==> config.mk <==
export PLATFORM = sky130hd
export DESIGN_NAME = wrs_rx_dma
export DESIGN_NICKNAME = d
export VERILOG_FILES = /design/src/inc/wrs_pkg.sv /design/src/design/wrs_cmd_pick.sv /design/src/design/wrs_rx_dma.sv
export SDC_FILE = /design/constraint.sdc
export NUM_CORES = 1
export LEC_CHECK = 0
export BUFFER_PORTS_ARGS = -buffer_cell sky130_fd_sc_hd__buf_2
export CAP_MARGIN = 20
export CORE_MARGIN = 4
export CORE_UTILIZATION = 45
export DETAILED_ROUTE_END_ITERATION = 10
export PLACE_DENSITY = 0.74
export SLEW_MARGIN = 30
export SYNTH_ARGS = -nofsm -noshare
export SYNTH_HDL_FRONTEND = slang
export SYNTH_SLANG_ARGS = --single-unit
==> constraint.sdc <==
create_clock -name REF_CLK_IN -period 8.8 [get_ports REF_CLK_IN]
set_clock_uncertainty 0.2 [all_clocks]
set_input_delay 0.44 -clock REF_CLK_IN [delete_from_list [all_inputs] [get_ports REF_CLK_IN]]
set_output_delay 0.44 -clock REF_CLK_IN [all_outputs]
set_load 0.03 [all_outputs]
==> src/inc/wrs_pkg.sv <==
package wrs_pkg;
   // receive status word 0 bit positions
   localparam int B_OWN   = 31;
   localparam int B_WRAP  = 30;
   localparam int B_FIRST = 29;
   localparam int B_LAST  = 28;
   localparam int B_DMAF  = 27;
   localparam int B_BEXH  = 26;
   localparam int B_SPRE  = 25;
   localparam int B_MCAST = 18;
   localparam int B_UCAST = 17;
   localparam int B_BCAST = 16;
   localparam int B_ERRS  = 15;
   localparam int B_PSAVE = 14;
   localparam int B_CRC   = 13;
   localparam int B_ICV   = 12;
   localparam int LEN_LSB = 0;
   localparam int LEN_W   = 12;
   // word 1 fields
   localparam int RSSI_LSB = 8;
   localparam int QUAL_LSB = 0;
   // group bit of the first destination octet
   localparam int DEST_GROUP_BIT = 40;
   // register map, byte addresses
   localparam logic [7:0] REG_CTRL      = 8'h00;
   localparam logic [7:0] REG_CLS       = 8'h04;
   localparam logic [7:0] REG_RING_BASE = 8'h08;
   localparam logic [7:0] REG_RING_IDX  = 8'h0C;
   localparam logic [7:0] REG_STA_LO    = 8'h10;
   localparam logic [7:0] REG_STA_HI    = 8'h14;
   localparam logic [7:0] REG_TMR_LO    = 8'h18;
   localparam logic [7:0] REG_TMR_HI    = 8'h1C;
   localparam logic [7:0] REG_DROPS     = 8'h20;
   // control register bits
   localparam int CTL_LOOP = 0;
   localparam int CTL_ACRC = 1;
   localparam int CTL_AICV = 2;
   localparam int CTL_MWI  = 4;
   localparam logic [31:0] CTRL_RST = 32'h0000_0000;
   localparam logic [7:0]  CLS_RST  = 8'h00;
   // ring geometry
   localparam int IDX_W   = 10;
   localparam int DESC_SH = 4;
   // bus commands and line sizes
   localparam logic [3:0] CMD_MR  = 4'h6;
   localparam logic [3:0] CMD_MW  = 4'h7;
   localparam logic [3:0] CMD_MRM = 4'hC;
   localparam logic [3:0] CMD_MRL = 4'hE;
   localparam logic [3:0] CMD_MWI = 4'hF;
   localparam logic [7:0] CLS_8   = 8'h08;
   localparam logic [7:0] CLS_16  = 8'h10;
   localparam logic [3:0] BE_ALL  = 4'hF;

   typedef enum logic [1:0] {ST_IDLE = 2'b01, ST_WRITE = 2'b10} wrs_state_t;

   typedef struct packed {
      logic        first;
      logic        last;
      logic        dma_fail;
      logic        buf_exh;
      logic        short_pre;
      logic        power_save;
      logic        crc_err;
      logic        icv_err;
      logic        wrap;
      logic [47:0] dest;
      logic [11:0] length;
      logic [7:0]  rssi;
      logic [7:0]  quality;
   } wrs_seg_t;

   typedef struct packed {
      logic [31:0] w3;
      logic [31:0] w2;
      logic [31:0] w1;
      logic [31:0] w0;
   } wrs_desc_t;

   typedef struct packed {
      logic [31:0] addr;
      logic [11:0] dwords;
   } wrs_xfer_t;

   typedef struct packed {
      logic [3:0]  cmd;
      logic [11:0] dwords;
      logic [3:0]  be;
   } wrs_cmd_t;
endpackage

==> src/design/wrs_cmd_pick.sv <==
`timescale 1ns/1ps
module wrs_cmd_pick (
   input  wire logic              clk_in,      // bus clock
   input  wire logic              rst_n_in,    // sync reset, low
   input  wire logic              rd_req_in,   // read burst request
   input  wire wrs_pkg::wrs_xfer_t rd_xfer_in, // read address and length
   input  wire logic              tx_afull_in, // transmit fifo almost full
   input  wire logic              wr_req_in,   // write burst request
   input  wire wrs_pkg::wrs_xfer_t wr_xfer_in, // write address and length
   input  wire logic              wr_done_in,  // write burst finished
   input  wire logic [11:0]       rx_level_in, // receive fifo dwords
   input  wire logic [7:0]        cls_in,      // line size in dwords
   input  wire logic              mwi_en_in,   // invalidate enable
   output wrs_pkg::wrs_cmd_t      rd_cmd_out,  // chosen read command
   output wrs_pkg::wrs_cmd_t      wr_cmd_out,  // chosen write command
   output logic                   wr_line_stop_out // end at line end
);
   logic [7:0]  mask;
   logic        line_ok;
   logic [11:0] rd_off;
   logic [11:0] rd_bnd;
   logic [11:0] wr_off;
   logic        cond_now;
   logic        mwi_ok;
   logic        mwi_act_q;
   wrs_pkg::wrs_cmd_t rd_d;
   wrs_pkg::wrs_cmd_t wr_d;

   // line geometry; line size assumed a power of two
   assign mask    = cls_in - 8'h01;
   assign line_ok = (cls_in != wrs_pkg::CLS_RST);
   assign rd_off  = {4'h0, rd_xfer_in.addr[9:2] & mask};
   assign rd_bnd  = {4'h0, cls_in} - rd_off;
   assign wr_off  = {4'h0, wr_xfer_in.addr[9:2] & mask};
   assign cond_now = ((cls_in == wrs_pkg::CLS_8) || (cls_in == wrs_pkg::CLS_16))
                     && (rx_level_in >= {4'h0, cls_in}) && mwi_en_in;
   assign mwi_ok  = cond_now && (wr_off == 12'h000)
                    && (wr_xfer_in.dwords >= {4'h0, cls_in});

   // read command choice
   always_comb begin
      rd_d.be     = wrs_pkg::BE_ALL;
      rd_d.cmd    = wrs_pkg::CMD_MR;
      rd_d.dwords = rd_xfer_in.dwords;
      if (line_ok && rd_off != 12'h000) begin
         if (rd_xfer_in.dwords >= rd_bnd) begin
            rd_d.cmd    = wrs_pkg::CMD_MRL;
            rd_d.dwords = rd_bnd;
         end
      end else if (line_ok && rd_xfer_in.dwords >= {4'h0, cls_in}) begin
         rd_d.cmd = wrs_pkg::CMD_MRM;
         // short on room: stop on the first boundary
         rd_d.dwords = tx_afull_in ? {4'h0, cls_in}
                                   : (rd_xfer_in.dwords & ~{4'h0, mask});
      end
   end

   // write command choice
   always_comb begin
      wr_d.be     = wrs_pkg::BE_ALL;
      wr_d.cmd    = mwi_ok ? wrs_pkg::CMD_MWI : wrs_pkg::CMD_MW;
      wr_d.dwords = mwi_ok ? (wr_xfer_in.dwords & ~{4'h0, mask}) : wr_xfer_in.dwords;
   end

   // latch commands on request
   always_ff @(posedge clk_in) begin
      if (!rst_n_in) begin
         rd_cmd_out <= '0;
         wr_cmd_out <= '0;
      end else begin
         if (rd_req_in) begin
            rd_cmd_out <= rd_d;
         end
         if (wr_req_in) begin
            wr_cmd_out <= wr_d;
         end
      end
   end

   // track an invalidate burst in flight
   always_ff @(posedge clk_in) begin
      if (!rst_n_in) begin
         mwi_act_q <= 1'b0;
      end else if (wr_req_in) begin
         mwi_act_q <= mwi_ok;
      end else if (wr_done_in) begin
         mwi_act_q <= 1'b0;
      end
   end

   // qualifier lost mid burst: finish the current line only
   assign wr_line_stop_out = mwi_act_q && !cond_now;

   a_mwi_chosen: assert property (@(posedge clk_in) disable iff (!rst_n_in)
      wr_req_in && mwi_ok |=> wr_cmd_out.cmd == wrs_pkg::CMD_MWI)
      else $error("invalidate not chosen when qualified");
   a_mw_fallback: assert property (@(posedge clk_in) disable iff (!rst_n_in)
      wr_req_in && !mwi_ok |=> wr_cmd_out.cmd == wrs_pkg::CMD_MW)
      else $error("invalidate chosen when not qualified");
   a_mwi_be_all: assert property (@(posedge clk_in) disable iff (!rst_n_in)
      wr_cmd_out.cmd == wrs_pkg::CMD_MWI |-> wr_cmd_out.be == wrs_pkg::BE_ALL)
      else $error("byte enables not all active");
   a_rd_short: assert property (@(posedge clk_in) disable iff (!rst_n_in)
      rd_req_in && line_ok && rd_off != 12'h000 && rd_xfer_in.dwords < rd_bnd
      |=> rd_cmd_out.cmd == wrs_pkg::CMD_MR)
      else $error("short read not plain read");
   a_line_stop: assert property (@(posedge clk_in) disable iff (!rst_n_in)
      wr_req_in && mwi_ok ##1 !cond_now && !wr_done_in |-> wr_line_stop_out)
      else $error("no line stop after qualifier lost");
endmodule // wrs_cmd_pick

==> src/design/wrs_rx_dma.sv <==
// The implementer's own choices: the Wishbone slave port and the register addresses.
`timescale 1ns/1ps
module wrs_rx_dma (
   input  wire logic              REF_CLK_IN,         // bus clock
   input  wire logic              RESETN_IN,          // sync reset, low
   input  wire logic              WB_CYC_IN,          // bus cycle
   input  wire logic              WB_STB_IN,          // bus strobe
   input  wire logic              WB_WE_IN,           // write enable
   input  wire logic [7:0]        WB_ADR_IN,          // byte address
   input  wire logic [3:0]        WB_SEL_IN,          // byte selects
   input  wire logic [31:0]       WB_DAT_IN,          // write data
   output logic [31:0]            WB_DAT_OUT,         // read data
   output logic                   WB_ACK_OUT,         // acknowledge
   input  wire logic              RX_SEG_VALID_IN,    // segment finished
   input  wire wrs_pkg::wrs_seg_t RX_SEG_IN,          // segment status
   output logic                   RX_SEG_READY_OUT,   // status taken
   output logic                   DESC_VALID_OUT,     // write-back pending
   output logic [31:0]            DESC_ADDR_OUT,      // descriptor address
   output wrs_pkg::wrs_desc_t     DESC_OUT,           // four status words
   input  wire logic              DESC_READY_IN,      // write-back done
   output logic                   SEG_DROP_OUT,       // segment discarded
   input  wire logic [7:0]        TX_BYTE_IN,         // transmit byte
   input  wire logic              TX_BYTE_VALID_IN,   // transmit byte valid
   input  wire logic [7:0]        PHY_BYTE_IN,        // radio receive byte
   input  wire logic              PHY_BYTE_VALID_IN,  // radio byte valid
   output logic [7:0]             RX_BYTE_OUT,        // byte to receive logic
   output logic                   RX_BYTE_VALID_OUT,  // receive byte valid
   output logic [7:0]             PHY_TX_BYTE_OUT,    // byte to radio
   output logic                   PHY_TX_VALID_OUT,   // radio byte valid
   input  wire logic              RD_REQ_IN,          // read burst request
   input  wire wrs_pkg::wrs_xfer_t RD_XFER_IN,        // read burst
   input  wire logic              TX_FIFO_AFULL_IN,   // transmit fifo nearly full
   output wrs_pkg::wrs_cmd_t      RD_CMD_OUT,         // read command
   input  wire logic              WR_REQ_IN,          // write burst request
   input  wire wrs_pkg::wrs_xfer_t WR_XFER_IN,        // write burst
   input  wire logic              WR_DONE_IN,         // write burst over
   input  wire logic [11:0]       RX_FIFO_LEVEL_IN,   // receive fifo dwords
   output wrs_pkg::wrs_cmd_t      WR_CMD_OUT,         // write command
   output logic                   WR_LINE_STOP_OUT    // end at line end
);
   wrs_pkg::wrs_state_t state_q;
   wrs_pkg::wrs_desc_t  desc_d;
   logic [31:0]         ctrl_q;
   logic [7:0]          cls_q;
   logic [31:0]         ring_base_q;
   logic [wrs_pkg::IDX_W-1:0] idx_q;
   logic [31:0]         sta_lo_q;
   logic [15:0]         sta_hi_q;
   logic [31:0]         drops_q;
   logic [63:0]         tmr_q;
   logic                ack_q;
   logic                wb_req;
   logic                wb_wr;
   logic [31:0]         rd_val;
   logic                is_bcast;
   logic                is_mcast;
   logic                is_ucast;
   logic                drop;
   logic                take;

   // classic bus slave: ack one cycle after the request
   assign wb_req = WB_CYC_IN && WB_STB_IN;
   assign wb_wr  = wb_req && WB_WE_IN && ack_q;
   assign WB_ACK_OUT = ack_q;

   always_ff @(posedge REF_CLK_IN) begin
      if (!RESETN_IN) begin
         ack_q <= 1'b0;
      end else begin
         ack_q <= wb_req && !ack_q;
      end
   end

   // merge selected bytes into a register
   function automatic logic [31:0] merge(input logic [31:0] old_v,
                                         input logic [31:0] new_v,
                                         input logic [3:0]  sel);
      logic [31:0] r;
      r = old_v;
      for (int b = 0; b < 4; b++) begin
         if (sel[b]) begin
            r[b*8 +: 8] = new_v[b*8 +: 8];
         end
      end
      return r;
   endfunction

   // writes land on the edge the master sees ack
   always_ff @(posedge REF_CLK_IN) begin
      if (!RESETN_IN) begin
         ctrl_q      <= wrs_pkg::CTRL_RST;
         cls_q       <= wrs_pkg::CLS_RST;
         ring_base_q <= '0;
         sta_lo_q    <= '0;
         sta_hi_q    <= '0;
      end else if (wb_wr) begin
         if (WB_ADR_IN == wrs_pkg::REG_CTRL) begin
            ctrl_q <= merge(ctrl_q, WB_DAT_IN, WB_SEL_IN);
         end else if (WB_ADR_IN == wrs_pkg::REG_CLS && WB_SEL_IN[0]) begin
            cls_q <= WB_DAT_IN[7:0];
         end else if (WB_ADR_IN == wrs_pkg::REG_RING_BASE) begin
            ring_base_q <= merge(ring_base_q, WB_DAT_IN, WB_SEL_IN);
         end else if (WB_ADR_IN == wrs_pkg::REG_STA_LO) begin
            sta_lo_q <= merge(sta_lo_q, WB_DAT_IN, WB_SEL_IN);
         end else if (WB_ADR_IN == wrs_pkg::REG_STA_HI) begin
            sta_hi_q <= 16'(merge({16'h0000, sta_hi_q}, WB_DAT_IN, WB_SEL_IN));
         end
      end
   end

   // read mux; unmapped offsets read zero
   always_comb begin
      rd_val = '0;
      if (WB_ADR_IN == wrs_pkg::REG_CTRL) begin
         rd_val = ctrl_q;
      end else if (WB_ADR_IN == wrs_pkg::REG_CLS) begin
         rd_val = {24'h000000, cls_q};
      end else if (WB_ADR_IN == wrs_pkg::REG_RING_BASE) begin
         rd_val = ring_base_q;
      end else if (WB_ADR_IN == wrs_pkg::REG_RING_IDX) begin
         rd_val = 32'(idx_q);
      end else if (WB_ADR_IN == wrs_pkg::REG_STA_LO) begin
         rd_val = sta_lo_q;
      end else if (WB_ADR_IN == wrs_pkg::REG_STA_HI) begin
         rd_val = {16'h0000, sta_hi_q};
      end else if (WB_ADR_IN == wrs_pkg::REG_TMR_LO) begin
         rd_val = tmr_q[31:0];
      end else if (WB_ADR_IN == wrs_pkg::REG_TMR_HI) begin
         rd_val = tmr_q[63:32];
      end else if (WB_ADR_IN == wrs_pkg::REG_DROPS) begin
         rd_val = drops_q;
      end
   end

   // read data captured as ack rises, held while ack stands
   always_ff @(posedge REF_CLK_IN) begin
      if (!RESETN_IN) begin
         WB_DAT_OUT <= '0;
      end else if (wb_req && !ack_q) begin
         WB_DAT_OUT <= rd_val;
      end
   end

   // free running synchronisation timer
   always_ff @(posedge REF_CLK_IN) begin
      if (!RESETN_IN) begin
         tmr_q <= '0;
      end else begin
         tmr_q <= tmr_q + 64'h0000_0000_0000_0001;
      end
   end

   // address classes; broadcast masks the group bit
   assign is_bcast = &RX_SEG_IN.dest;
   assign is_mcast = RX_SEG_IN.dest[wrs_pkg::DEST_GROUP_BIT] && !is_bcast;
   assign is_ucast = RX_SEG_IN.dest == {sta_hi_q, sta_lo_q};
   // errored frames only pass when software accepts them
   assign drop = (RX_SEG_IN.crc_err && !ctrl_q[wrs_pkg::CTL_ACRC])
              || (RX_SEG_IN.icv_err && !ctrl_q[wrs_pkg::CTL_AICV]);
   assign RX_SEG_READY_OUT = (state_q == wrs_pkg::ST_IDLE);
   assign take = RX_SEG_VALID_IN && RX_SEG_READY_OUT;

   // status words; ownership stays clear in the image
   always_comb begin
      desc_d = '0;
      desc_d.w0[wrs_pkg::B_OWN]   = 1'b0;
      desc_d.w0[wrs_pkg::B_WRAP]  = RX_SEG_IN.wrap;
      desc_d.w0[wrs_pkg::B_FIRST] = RX_SEG_IN.first;
      desc_d.w0[wrs_pkg::B_LAST]  = RX_SEG_IN.last;
      desc_d.w0[wrs_pkg::B_DMAF]  = RX_SEG_IN.dma_fail;
      desc_d.w0[wrs_pkg::B_BEXH]  = RX_SEG_IN.buf_exh;
      desc_d.w0[wrs_pkg::B_SPRE]  = RX_SEG_IN.short_pre;
      desc_d.w0[wrs_pkg::B_MCAST] = is_mcast;
      desc_d.w0[wrs_pkg::B_UCAST] = is_ucast;
      desc_d.w0[wrs_pkg::B_BCAST] = is_bcast;
      desc_d.w0[wrs_pkg::B_PSAVE] = RX_SEG_IN.power_save;
      desc_d.w0[wrs_pkg::B_CRC]   = RX_SEG_IN.crc_err;
      desc_d.w0[wrs_pkg::B_ICV]   = RX_SEG_IN.icv_err;
      desc_d.w1[wrs_pkg::RSSI_LSB +: 8] = RX_SEG_IN.rssi;
      desc_d.w1[wrs_pkg::QUAL_LSB +: 8] = RX_SEG_IN.quality;
      if (RX_SEG_IN.last) begin
         desc_d.w0[wrs_pkg::B_ERRS] = RX_SEG_IN.crc_err || RX_SEG_IN.icv_err;
         desc_d.w0[wrs_pkg::LEN_LSB +: wrs_pkg::LEN_W] = RX_SEG_IN.length;
         desc_d.w2 = tmr_q[31:0];
         desc_d.w3 = tmr_q[63:32];
      end
   end

   // write-back sequencer
   always_ff @(posedge REF_CLK_IN) begin
      if (!RESETN_IN) begin
         state_q <= wrs_pkg::ST_IDLE;
      end else begin
         case (state_q)
            wrs_pkg::ST_IDLE: begin
               if (take && !drop) begin
                  state_q <= wrs_pkg::ST_WRITE;
               end
            end
            wrs_pkg::ST_WRITE: begin
               if (DESC_READY_IN) begin
                  state_q <= wrs_pkg::ST_IDLE;
               end
            end
            default: begin
               state_q <= wrs_pkg::ST_IDLE;
            end
         endcase
      end
   end

   // whole image goes out in one write, so the owner flip
   // never lands ahead of the status fields
   always_ff @(posedge REF_CLK_IN) begin
      if (!RESETN_IN) begin
         DESC_OUT      <= '0;
         DESC_ADDR_OUT <= '0;
      end else if (take && !drop) begin
         DESC_OUT      <= desc_d;
         DESC_ADDR_OUT <= ring_base_q + (32'(idx_q) << wrs_pkg::DESC_SH);
      end
   end
   assign DESC_VALID_OUT = (state_q == wrs_pkg::ST_WRITE);

   // ring pointer advances once the entry is handed back
   always_ff @(posedge REF_CLK_IN) begin
      if (!RESETN_IN) begin
         idx_q <= '0;
      end else if (DESC_VALID_OUT && DESC_READY_IN) begin
         if (DESC_OUT.w0[wrs_pkg::B_WRAP]) begin
            idx_q <= '0;
         end else begin
            idx_q <= idx_q + 1'b1;
         end
      end
   end

   // dropped segments keep their descriptor for the next frame
   always_ff @(posedge REF_CLK_IN) begin
      if (!RESETN_IN) begin
         SEG_DROP_OUT <= 1'b0;
         drops_q      <= '0;
      end else begin
         SEG_DROP_OUT <= take && drop;
         if (take && drop) begin
            drops_q <= drops_q + 32'h0000_0001;
         end
      end
   end

   // loopback: transmit bytes go to receive, radio sees none
   always_ff @(posedge REF_CLK_IN) begin
      if (!RESETN_IN) begin
         RX_BYTE_OUT       <= '0;
         RX_BYTE_VALID_OUT <= 1'b0;
         PHY_TX_BYTE_OUT   <= '0;
         PHY_TX_VALID_OUT  <= 1'b0;
      end else if (ctrl_q[wrs_pkg::CTL_LOOP]) begin
         RX_BYTE_OUT       <= TX_BYTE_IN;
         RX_BYTE_VALID_OUT <= TX_BYTE_VALID_IN;
         PHY_TX_VALID_OUT  <= 1'b0;
      end else begin
         RX_BYTE_OUT       <= PHY_BYTE_IN;
         RX_BYTE_VALID_OUT <= PHY_BYTE_VALID_IN;
         PHY_TX_BYTE_OUT   <= TX_BYTE_IN;
         PHY_TX_VALID_OUT  <= TX_BYTE_VALID_IN;
      end
   end

   // bus command selection
   wrs_cmd_pick u_pick (
      .clk_in           (REF_CLK_IN),
      .rst_n_in         (RESETN_IN),
      .rd_req_in        (RD_REQ_IN),
      .rd_xfer_in       (RD_XFER_IN),
      .tx_afull_in      (TX_FIFO_AFULL_IN),
      .wr_req_in        (WR_REQ_IN),
      .wr_xfer_in       (WR_XFER_IN),
      .wr_done_in       (WR_DONE_IN),
      .rx_level_in      (RX_FIFO_LEVEL_IN),
      .cls_in           (cls_q),
      .mwi_en_in        (ctrl_q[wrs_pkg::CTL_MWI]),
      .rd_cmd_out       (RD_CMD_OUT),
      .wr_cmd_out       (WR_CMD_OUT),
      .wr_line_stop_out (WR_LINE_STOP_OUT)
   );

   a_own_clear: assert property (@(posedge REF_CLK_IN) disable iff (!RESETN_IN)
      take && !drop |=> DESC_VALID_OUT && !DESC_OUT.w0[wrs_pkg::B_OWN])
      else $error("descriptor not released to host");
   a_ring_wrap: assert property (@(posedge REF_CLK_IN) disable iff (!RESETN_IN)
      DESC_VALID_OUT && DESC_READY_IN && DESC_OUT.w0[wrs_pkg::B_WRAP] |=> idx_q == '0)
      else $error("ring pointer did not wrap");
   a_bc_mc_excl: assert property (@(posedge REF_CLK_IN) disable iff (!RESETN_IN)
      DESC_VALID_OUT |-> !(DESC_OUT.w0[wrs_pkg::B_BCAST] && DESC_OUT.w0[wrs_pkg::B_MCAST]))
      else $error("broadcast and multicast both set");
   a_errs_last: assert property (@(posedge REF_CLK_IN) disable iff (!RESETN_IN)
      DESC_VALID_OUT && !DESC_OUT.w0[wrs_pkg::B_LAST] |-> !DESC_OUT.w0[wrs_pkg::B_ERRS])
      else $error("error summary outside last segment");
   a_len_snap: assert property (@(posedge REF_CLK_IN) disable iff (!RESETN_IN)
      take && !drop && RX_SEG_IN.last
      |=> DESC_OUT.w0[11:0] == $past(RX_SEG_IN.length) && DESC_OUT.w2 == $past(tmr_q[31:0]))
      else $error("length or timer snapshot wrong");
   a_crc_drop: assert property (@(posedge REF_CLK_IN) disable iff (!RESETN_IN)
      take && RX_SEG_IN.crc_err && !ctrl_q[wrs_pkg::CTL_ACRC] |=> SEG_DROP_OUT && !DESC_VALID_OUT)
      else $error("crc error delivered without accept");
   a_drop_count: assert property (@(posedge REF_CLK_IN) disable iff (!RESETN_IN)
      take && drop |=> drops_q == $past(drops_q) + 32'h0000_0001)
      else $error("dropped segment not counted");
   a_wb_stable: assert property (@(posedge REF_CLK_IN) disable iff (!RESETN_IN)
      DESC_VALID_OUT && !DESC_READY_IN |=> DESC_VALID_OUT && $stable(DESC_OUT))
      else $error("write-back image changed while pending");
   a_loop_path: assert property (@(posedge REF_CLK_IN) disable iff (!RESETN_IN)
      ctrl_q[wrs_pkg::CTL_LOOP] && TX_BYTE_VALID_IN
      |=> RX_BYTE_VALID_OUT && RX_BYTE_OUT == $past(TX_BYTE_IN) && !PHY_TX_VALID_OUT)
      else $error("loopback byte not passed to receive");
endmodule // wrs_rx_dma

==> flow_summary.ini, run 1 <==
[run_status]
outcome = finished, final reports clean

[setup_path]
reg2reg_from = cls_q[0]
path_cells = inv_1, ha_1, xor2_1, nand2_1, ha_1, and2_1, a211o_1, nor2b_1, a211oi_1, o21a_1, nor2_1, ha_1, and3_1, and3_1, a211oi_1, or2_2, nor2_2, and4b_1, a221o_1
worstSetupStartpointType = register
cp.required_ns = 9.08
slowest_delay_ns = 0.79
crit_fanout = 15
crit_family = compound AO/OA/AOI/OAI gates
cp-startpoint = cls_q[0]
cpMaxStageDelayCell = dfxtp_1
cp.arrival_ns = 6.24
crit_path_end_kind = register
cp_num_buf_inv = 1
crit_top_cell = ha_1
critPathKind = reg -> reg

[layout]
postLayoutCoreUtil_pct = 56.88
nFillCells = 4236
syn_to_final_growth_pct = 24.74
drive_above_1_share_pct = 19.58
layout.nets = 3259
regArea_sq_um = 8950
final_area_sq_um = 26540
multiInputGateArea_sq_um = 11480

[grt]
grtUsageTotal_pct = 29.47
grt_antenna_before_repair = 15
grt_overflow = 0
first_global_vias = 20130
grt_max_degree = 187
grt_pass1_wl_mm = 118.2

[drt]
wl_per_cell_um = 21.92
dr_total_vias = 20920
first_pass_iters = 8
avgViaCountPerCell = 5.806
drt_wl_total_mm = 78.98
ant_nets = 0
drc = 0
initialDrtViolationCount = 1852

[sta]
max_freq_mhz = 167.8
min_period_over_period_pct = 67.71
tightest_slew_ns = 0.9589
final.setup.tns_ns = 0
maxSlewHeadroom_pct = 36.07
hold_viol = 0
rsz0062_at_grt = no
worst_hold_slack_ns = 0.02698
setup_viol = 0
drv_slew = 0
period_minus_slack_ns = 5.959

[yosys]
synth.largest_area_cell = dfxtp_1
yosys_most_used_dff = dfxtp_1
ys_seq_area_share_pct = 42.06
synth_top_area_share_pct = 42.06
syn_area_per_cell_sq_um = 8.586
ys_seq_elements = 447
async_flop_share_pct = 0
synth.distinct_cells = 86
ys_top_cells_by_area = dfxtp_1 42%, mux2i_1 7.2%, nor2_1 5.1%, nand2_1 4.7%, a21oi_1 4.5%
syn_inst = 2478
netlist_area_sq_um = 21280
synth-edff-count = 0
yosys_warnings = 0

[clock_tree]
htreeDepth = 2
cts_tree = yes
path_clk_slew_ns = 0.06
numClockSinks = 447
cts_setup_buffers = 0
clk_latency_ns = 0.60
cts_buffers = 49
clockBufferDepth = 3
root_buffer = clkbuf_16
cts_resized = 0

[placement]
gp_congestion = 0.9578
dp_hpwl_mm = 57.64
io_buffer_count = 440
place_area_sq_um = 23710

[floorplanning]
rows = 79
die_w_um = 225.4
floorplan.initialDensity_pct = 45.60
die-area_sq_um = 50820
fp.dieH_um = 225.4
core-area_sq_um = 46650
ios = 513

[pwr]
p_per_area_nw_per_um2 = 176.5
p_leak_nw = 10.91
irDropWorstVdd_uv = 139.2

[hold_path]
min-delay-start = WB_DAT_IN[4]
min_path_type = in -> reg

[run]
max_cap_viol_count = 0
[stage by stage]
| stage | cells | setup WS (ns) | power [mW] |
|---|---|---|---|
| CTS | 3590 | 2.973 | 4.706 |
| finish | 3603 | 2.841 | 4.684 |
| global placement | 3390 | 3.133 | 2.502 |
| detailed placement | 3391 | 2.981 | 2.510 |
| global route | 3599 | 2.586 | 4.821 |
| floorplan | 2501 | 4.009 | 2.357 |
[sequential cells by signal (all words and copies together), names as in the netlist, 8 cells and up]
signal	cells
PHY_TX_BYTE_OUT	8
DESC_OUT	105
u_pick.wr_cmd_out	14
drops_q	32
ring_base_q	32
ctrl_q	32
sta_lo_q	32
tmr_q	64
RX_BYTE_OUT	8
sta_hi_q	16
DESC_ADDR_OUT	32
idx_q	10
WB_DAT_OUT	32
u_pick.rd_cmd_out	15
cls_q	8
[power breakdown]
group	leakage, nW	switching (mW)	total (mW)	internal (mW)
combinational	6.45	0.285	0.434	0.150
clock	0.841	0.868	2.17	1.30
sequential	3.62	0.0248	2.08	2.06
total	10.9	1.18	4.68	3.51
[timing repair]
item	4_1_cts	5_1_grt
hold buffers	108	0
endpoints found under the hold margin	170	0
endpoints found under the setup margin	0	0
[cells by family (layout without fill, tap and decap cells)]
kind of cell             count (synthesis)  after routing  synth area share (%)
XOR/XNOR                               168            168                 6.916
AO/OA/AOI/OAI                          487            487                 14.47
adder cells (fa/ha/maj)                 58             58                 3.446
other                                    1             37               0.01763
multiplexers                           160            160                 7.733
buffers and inverters                  213            695                 4.517
flip-flops                             447            447                 42.06
AND/OR/NAND/NOR                        944            944                 20.84
[synthesized netlist by cell type (all sizes together), types with 5 or more instances]
| cell | count |
|---|---|
| a211oi | 12 |
| a21o | 10 |
| a21oi | 190 |
| a221o | 9 |
| a221oi | 36 |
| a222oi | 20 |
| a22o | 10 |
| a22oi | 12 |
| a311oi | 5 |
| a31oi | 32 |
| and2 | 22 |
| and3 | 30 |
| and4 | 11 |
| buf | 46 |
| clkbuf | 131 |
| dfxtp | 447 |
| ha | 57 |
| inv | 35 |
| mux2 | 6 |
| mux2i | 152 |
| nand2 | 269 |
| nand2b | 12 |
| nand3 | 141 |
| nand4 | 52 |
| nor2 | 297 |
| nor2b | 17 |
| nor3 | 29 |
| nor3b | 8 |
| nor4 | 16 |
| o211ai | 10 |
| o21a | 7 |
| o21ai | 98 |
| o31ai | 9 |
| or2 | 6 |
| or3 | 23 |
| xnor2 | 105 |
| xor2 | 63 |
[final timing paths]
check	end	slack, ns	cells after the start
min reg2reg	DESC_OUT[70]	0.24	2
min	cls_q[4]	0.03	3
max reg2reg	u_pick.rd_cmd_out[12]	2.84	19
max	u_pick.rd_cmd_out[12]	2.84	19
[worst reg2reg max path: cells and delay by family (launching register included)]
family,cells,cell delay [ns]
XOR/XNOR,1,0.32
buffers and inverters,1,0.28
AO/OA/AOI/OAI,5,1.75
flip-flops,1,0.79
AND/OR/NAND/NOR,9,1.51
adder cells (fa/ha/maj),3,1.01
[cell usage in the layout, fill, tap and decap left out, drive strengths merged, types with 20 or more instances in the layout]
master and n:
nand3 141, buf 460, and3 30, a21oi 190, ha 57, or3 23, a222oi 20, nor2 297
nand2 269, a31oi 32, xnor2 105, clkbuf 75, and2 22, conb 24, mux2i 152, o21ai 98
nand4 52, inv 37, dlygate4sd3 108, dfxtp 447, nor3 29, a221oi 36, xor2 63
[routing by layer]
layer | part of all wire, % | vias to the layer above | global-route usage, % | wire length (um)
met5 | 0.044 | - | 0 | 35
met4 | 4.8 | 6 | 13.53 | 3769
met3 | 7.0 | 241 | 5.171 | 5514
met2 | 48 | 979 | 49.57 | 38040
met1 | 40 | 10010 | 36.96 | 31620
li1 | - | 9684 | - | -
[cell type report]
cell class              count  area share [%]
multi-input cells        1841           43.27
diodes                     13          0.1226
inverters                  36          0.5563
repair buffers            568           13.03
clock inverters            16          0.9147
clock buffers              75           5.521
flip-flops and latches    447           33.72
well taps                 607           2.862
Power figures use the tool's default switching activity.
==> inputs of run 2 (changes only) <==
PLACE_DENSITY = 0.77   (was 0.74)
clock period = 5.01 ns   (was 8.8 ns; I/O delays follow)
==> run 2 against run 1 <==
Sequential share of layout area decreased by 0.54 points. Utilization increased by 0.93 points. Critical path depth did not move. Cell count rose by 0.86%. First-iteration DRC count increased by 22%. Sequential cell count unchanged. Largest cell class unchanged. Highest routed layer unchanged.
==> flow_summary.ini, run 2 (synthesis results as in run 1) <==
[placement]
gp_congestion = 0.9579
dp.cells = 3402
io_buffer_count = 440
dp_hpwl_mm = 58.78

[drt]
wl_per_cell_um = 21.92
initialDrtViolationCount = 2264
first_pass_iters = 6
drc = 0
drt_wl_total_mm = 79.67
ant_nets = 0
avgViaCountPerCell = 5.805
dr_total_vias = 21100

[sta]
drv_slew = 0
rsz0062_at_grt = no
tightest_slew_ns = 0.9506
max_freq_mhz = 216.8
period_minus_slack_ns = 4.613
setup_viol = 0
final.setup.tns_ns = 0
maxSlewHeadroom_pct = 36.62
hold_viol = 0
min_period_over_period_pct = 92.08

[setup_path]
rr_endpoint = u_pick.rd_cmd_out[12]
r2r_cells = 19
rrSetupSlack_ns = 0.40
cp.arrival_ns = 4.88
cp.required_ns = 5.27
reg2reg_from = cls_q[0]
crit_fanout = 10
critPathKind = reg -> reg
crit_path_end_kind = register
worstSetupStartpointType = register

[layout]
stdcell_count = 3634
layout.nets = 3303
drive_above_1_share_pct = 19.85
top_register = DESC_OUT
largestRegisters = DESC_OUT (105), tmr_q (64)
final_cell_mix = 446 x dfxtp_1, 440 x buf_2, 287 x nor2_1
layout_commonest_cell = dfxtp_1
syn_to_final_growth_pct = 26.78
largest_reg_flops = 105

[grt]
first_global_vias = 20050
grt_max_degree = 154
grt_overflow = 0
grtUsageTotal_pct = 29.75
grt_pass1_wl_mm = 119.3
grt_antenna_before_repair = 9

[clock_tree]
clk_latency_ns = 0.59
cts_setup_buffers = 0
cts_tree = yes
numClockSinks = 447
path_clk_slew_ns = 0.06
clockBufferDepth = 3
htreeDepth = 2
cts_buffers = 48
root_buffer = clkbuf_16

[floorplanning]
floorplan.initialDensity_pct = 45.60
rows = 79
die_w_um = 225.4
fp.dieH_um = 225.4
core-area_sq_um = 46650
ios = 513
die-area_sq_um = 50820

[pwr]
power_frac_clock_pct = 46.4
irDropWorstVdd_uv = 275.8
p_leak_nw = 11.10
total_power_mw = 8.292
p_int_mw = 6.234
p_per_area_nw_per_um2 = 307.4
switching_power_mw = 2.059
p_seq_share_pct = 44.1
power_frac_comb_pct = 9.5
p_sw_share_pct = 24.83

[hold_path]
hold_path_end = u_pick.rd_cmd_out[8]
min-delay-start = RD_XFER_IN[4]
whs_path_depth = 4
min_path_type = in -> reg

[run_status]
outcome = finished, final reports clean

[run]
max_cap_viol_count = 0
==> run 2: cell types whose count changed in the layout (fill, tap and decap cells not counted), moves of 8 or more <==
cell / before / now
dlygate4sd3_1: 108 / 142
diode_2: 13 / 4
buf_4: 18 / 28
clkbuf_1: 13 / 5
==> run 2: metal layers <==
layer  wire length, um  track usage [%]  vias to the layer above  part of all wire (%)
met5                64                0                        -                 0.080
met4              3679            11.80                       10                   4.6
met3              6185            5.015                      240                   7.8
met2             38330            50.52                     1068                    48
met1             31420            37.81                    10020                    39
li1                  -                -                     9760                     -
==> run 2: worst max path at each step <==
| stage | startpoint | endpoint | slack, ns |
|---|---|---|---|
| global placement | cls_q[0] | u_pick.rd_cmd_out[14] | 0.24 |
| detailed placement | cls_q[0] | u_pick.rd_cmd_out[12] | 0.22 |
| global route | cls_q[0] | u_pick.rd_cmd_out[15] | 0.02 |
| floorplan | cls_q[0] | u_pick.rd_cmd_out[12] | 0.22 |
| finish | cls_q[0] | u_pick.rd_cmd_out[12] | 0.40 |
| CTS | cls_q[0] | u_pick.rd_cmd_out[12] | 0.17 |
==> run 2: worst max-delay path: stages (launching register included) <==
cell and delay [ns]:
dfxtp_1 0.33, inv_1 0.06, ha_1 0.22, xor2_1 0.18
nand2_1 0.08, ha_1 0.36, and2_1 0.17, a21oi_1 0.07
o21ai_0 0.43, a311oi_2 0.23, nor3_1 0.30, nor2_1 0.08
ha_1 0.29, and3_1 0.17, and3_1 0.16, a211oi_1 0.07
or2_2 0.34, nor2_4 0.26, a211oi_2 0.10, a221o_1 0.38
==> run 2: layout make-up <==
| cell class | count | area, sq um |
|---|---|---|
| fillers | 4155 | 19680 |
| multi-input cells | 1841 | 11500 |
| flip-flops and latches | 447 | 8950 |
| repair buffers | 613 | 3876 |
| clock buffers | 69 | 1463 |
| well taps | 607 | 759.5 |
| clock inverters | 17 | 267.8 |
| inverters | 36 | 142.6 |
| diodes | 4 | 10.01 |
==> run 2: through the flow <==
stage | util, % | instance area [sq um] | hold WS, ns | setup WS (ns)
global route | 57.81 | 26970 | 0.04358 | 0.02457
CTS | 57.72 | 26930 | 0.002168 | 0.1704
global placement | 50.97 | 23780 | 0.2346 | 0.2417
detailed placement | 50.97 | 23780 | 0.2430 | 0.2228
floorplan | - | 21360 | 0.1732 | 0.2193
finish | 57.81 | 26970 | 0.03129 | 0.3967
==> run 2: timing repair <==
action                                 in CTS  in global routing
endpoints found under the hold margin     210                  0
gates resized for setup                     0                  3
hold buffers                              142                  0
setup endpoints to repair                   0                  9
==> run 2: power groups by stage <==
stage	combinational (mW)	clock, mW	sequential, mW
3_5_place_dp	0.677	0	3.73
4_1_cts	0.768	3.90	3.65
2_1_floorplan	0.313	0	3.83
5_1_grt	0.835	4.03	3.66
6_report	0.784	3.85	3.66
3_3_place_gp	0.667	0	3.73
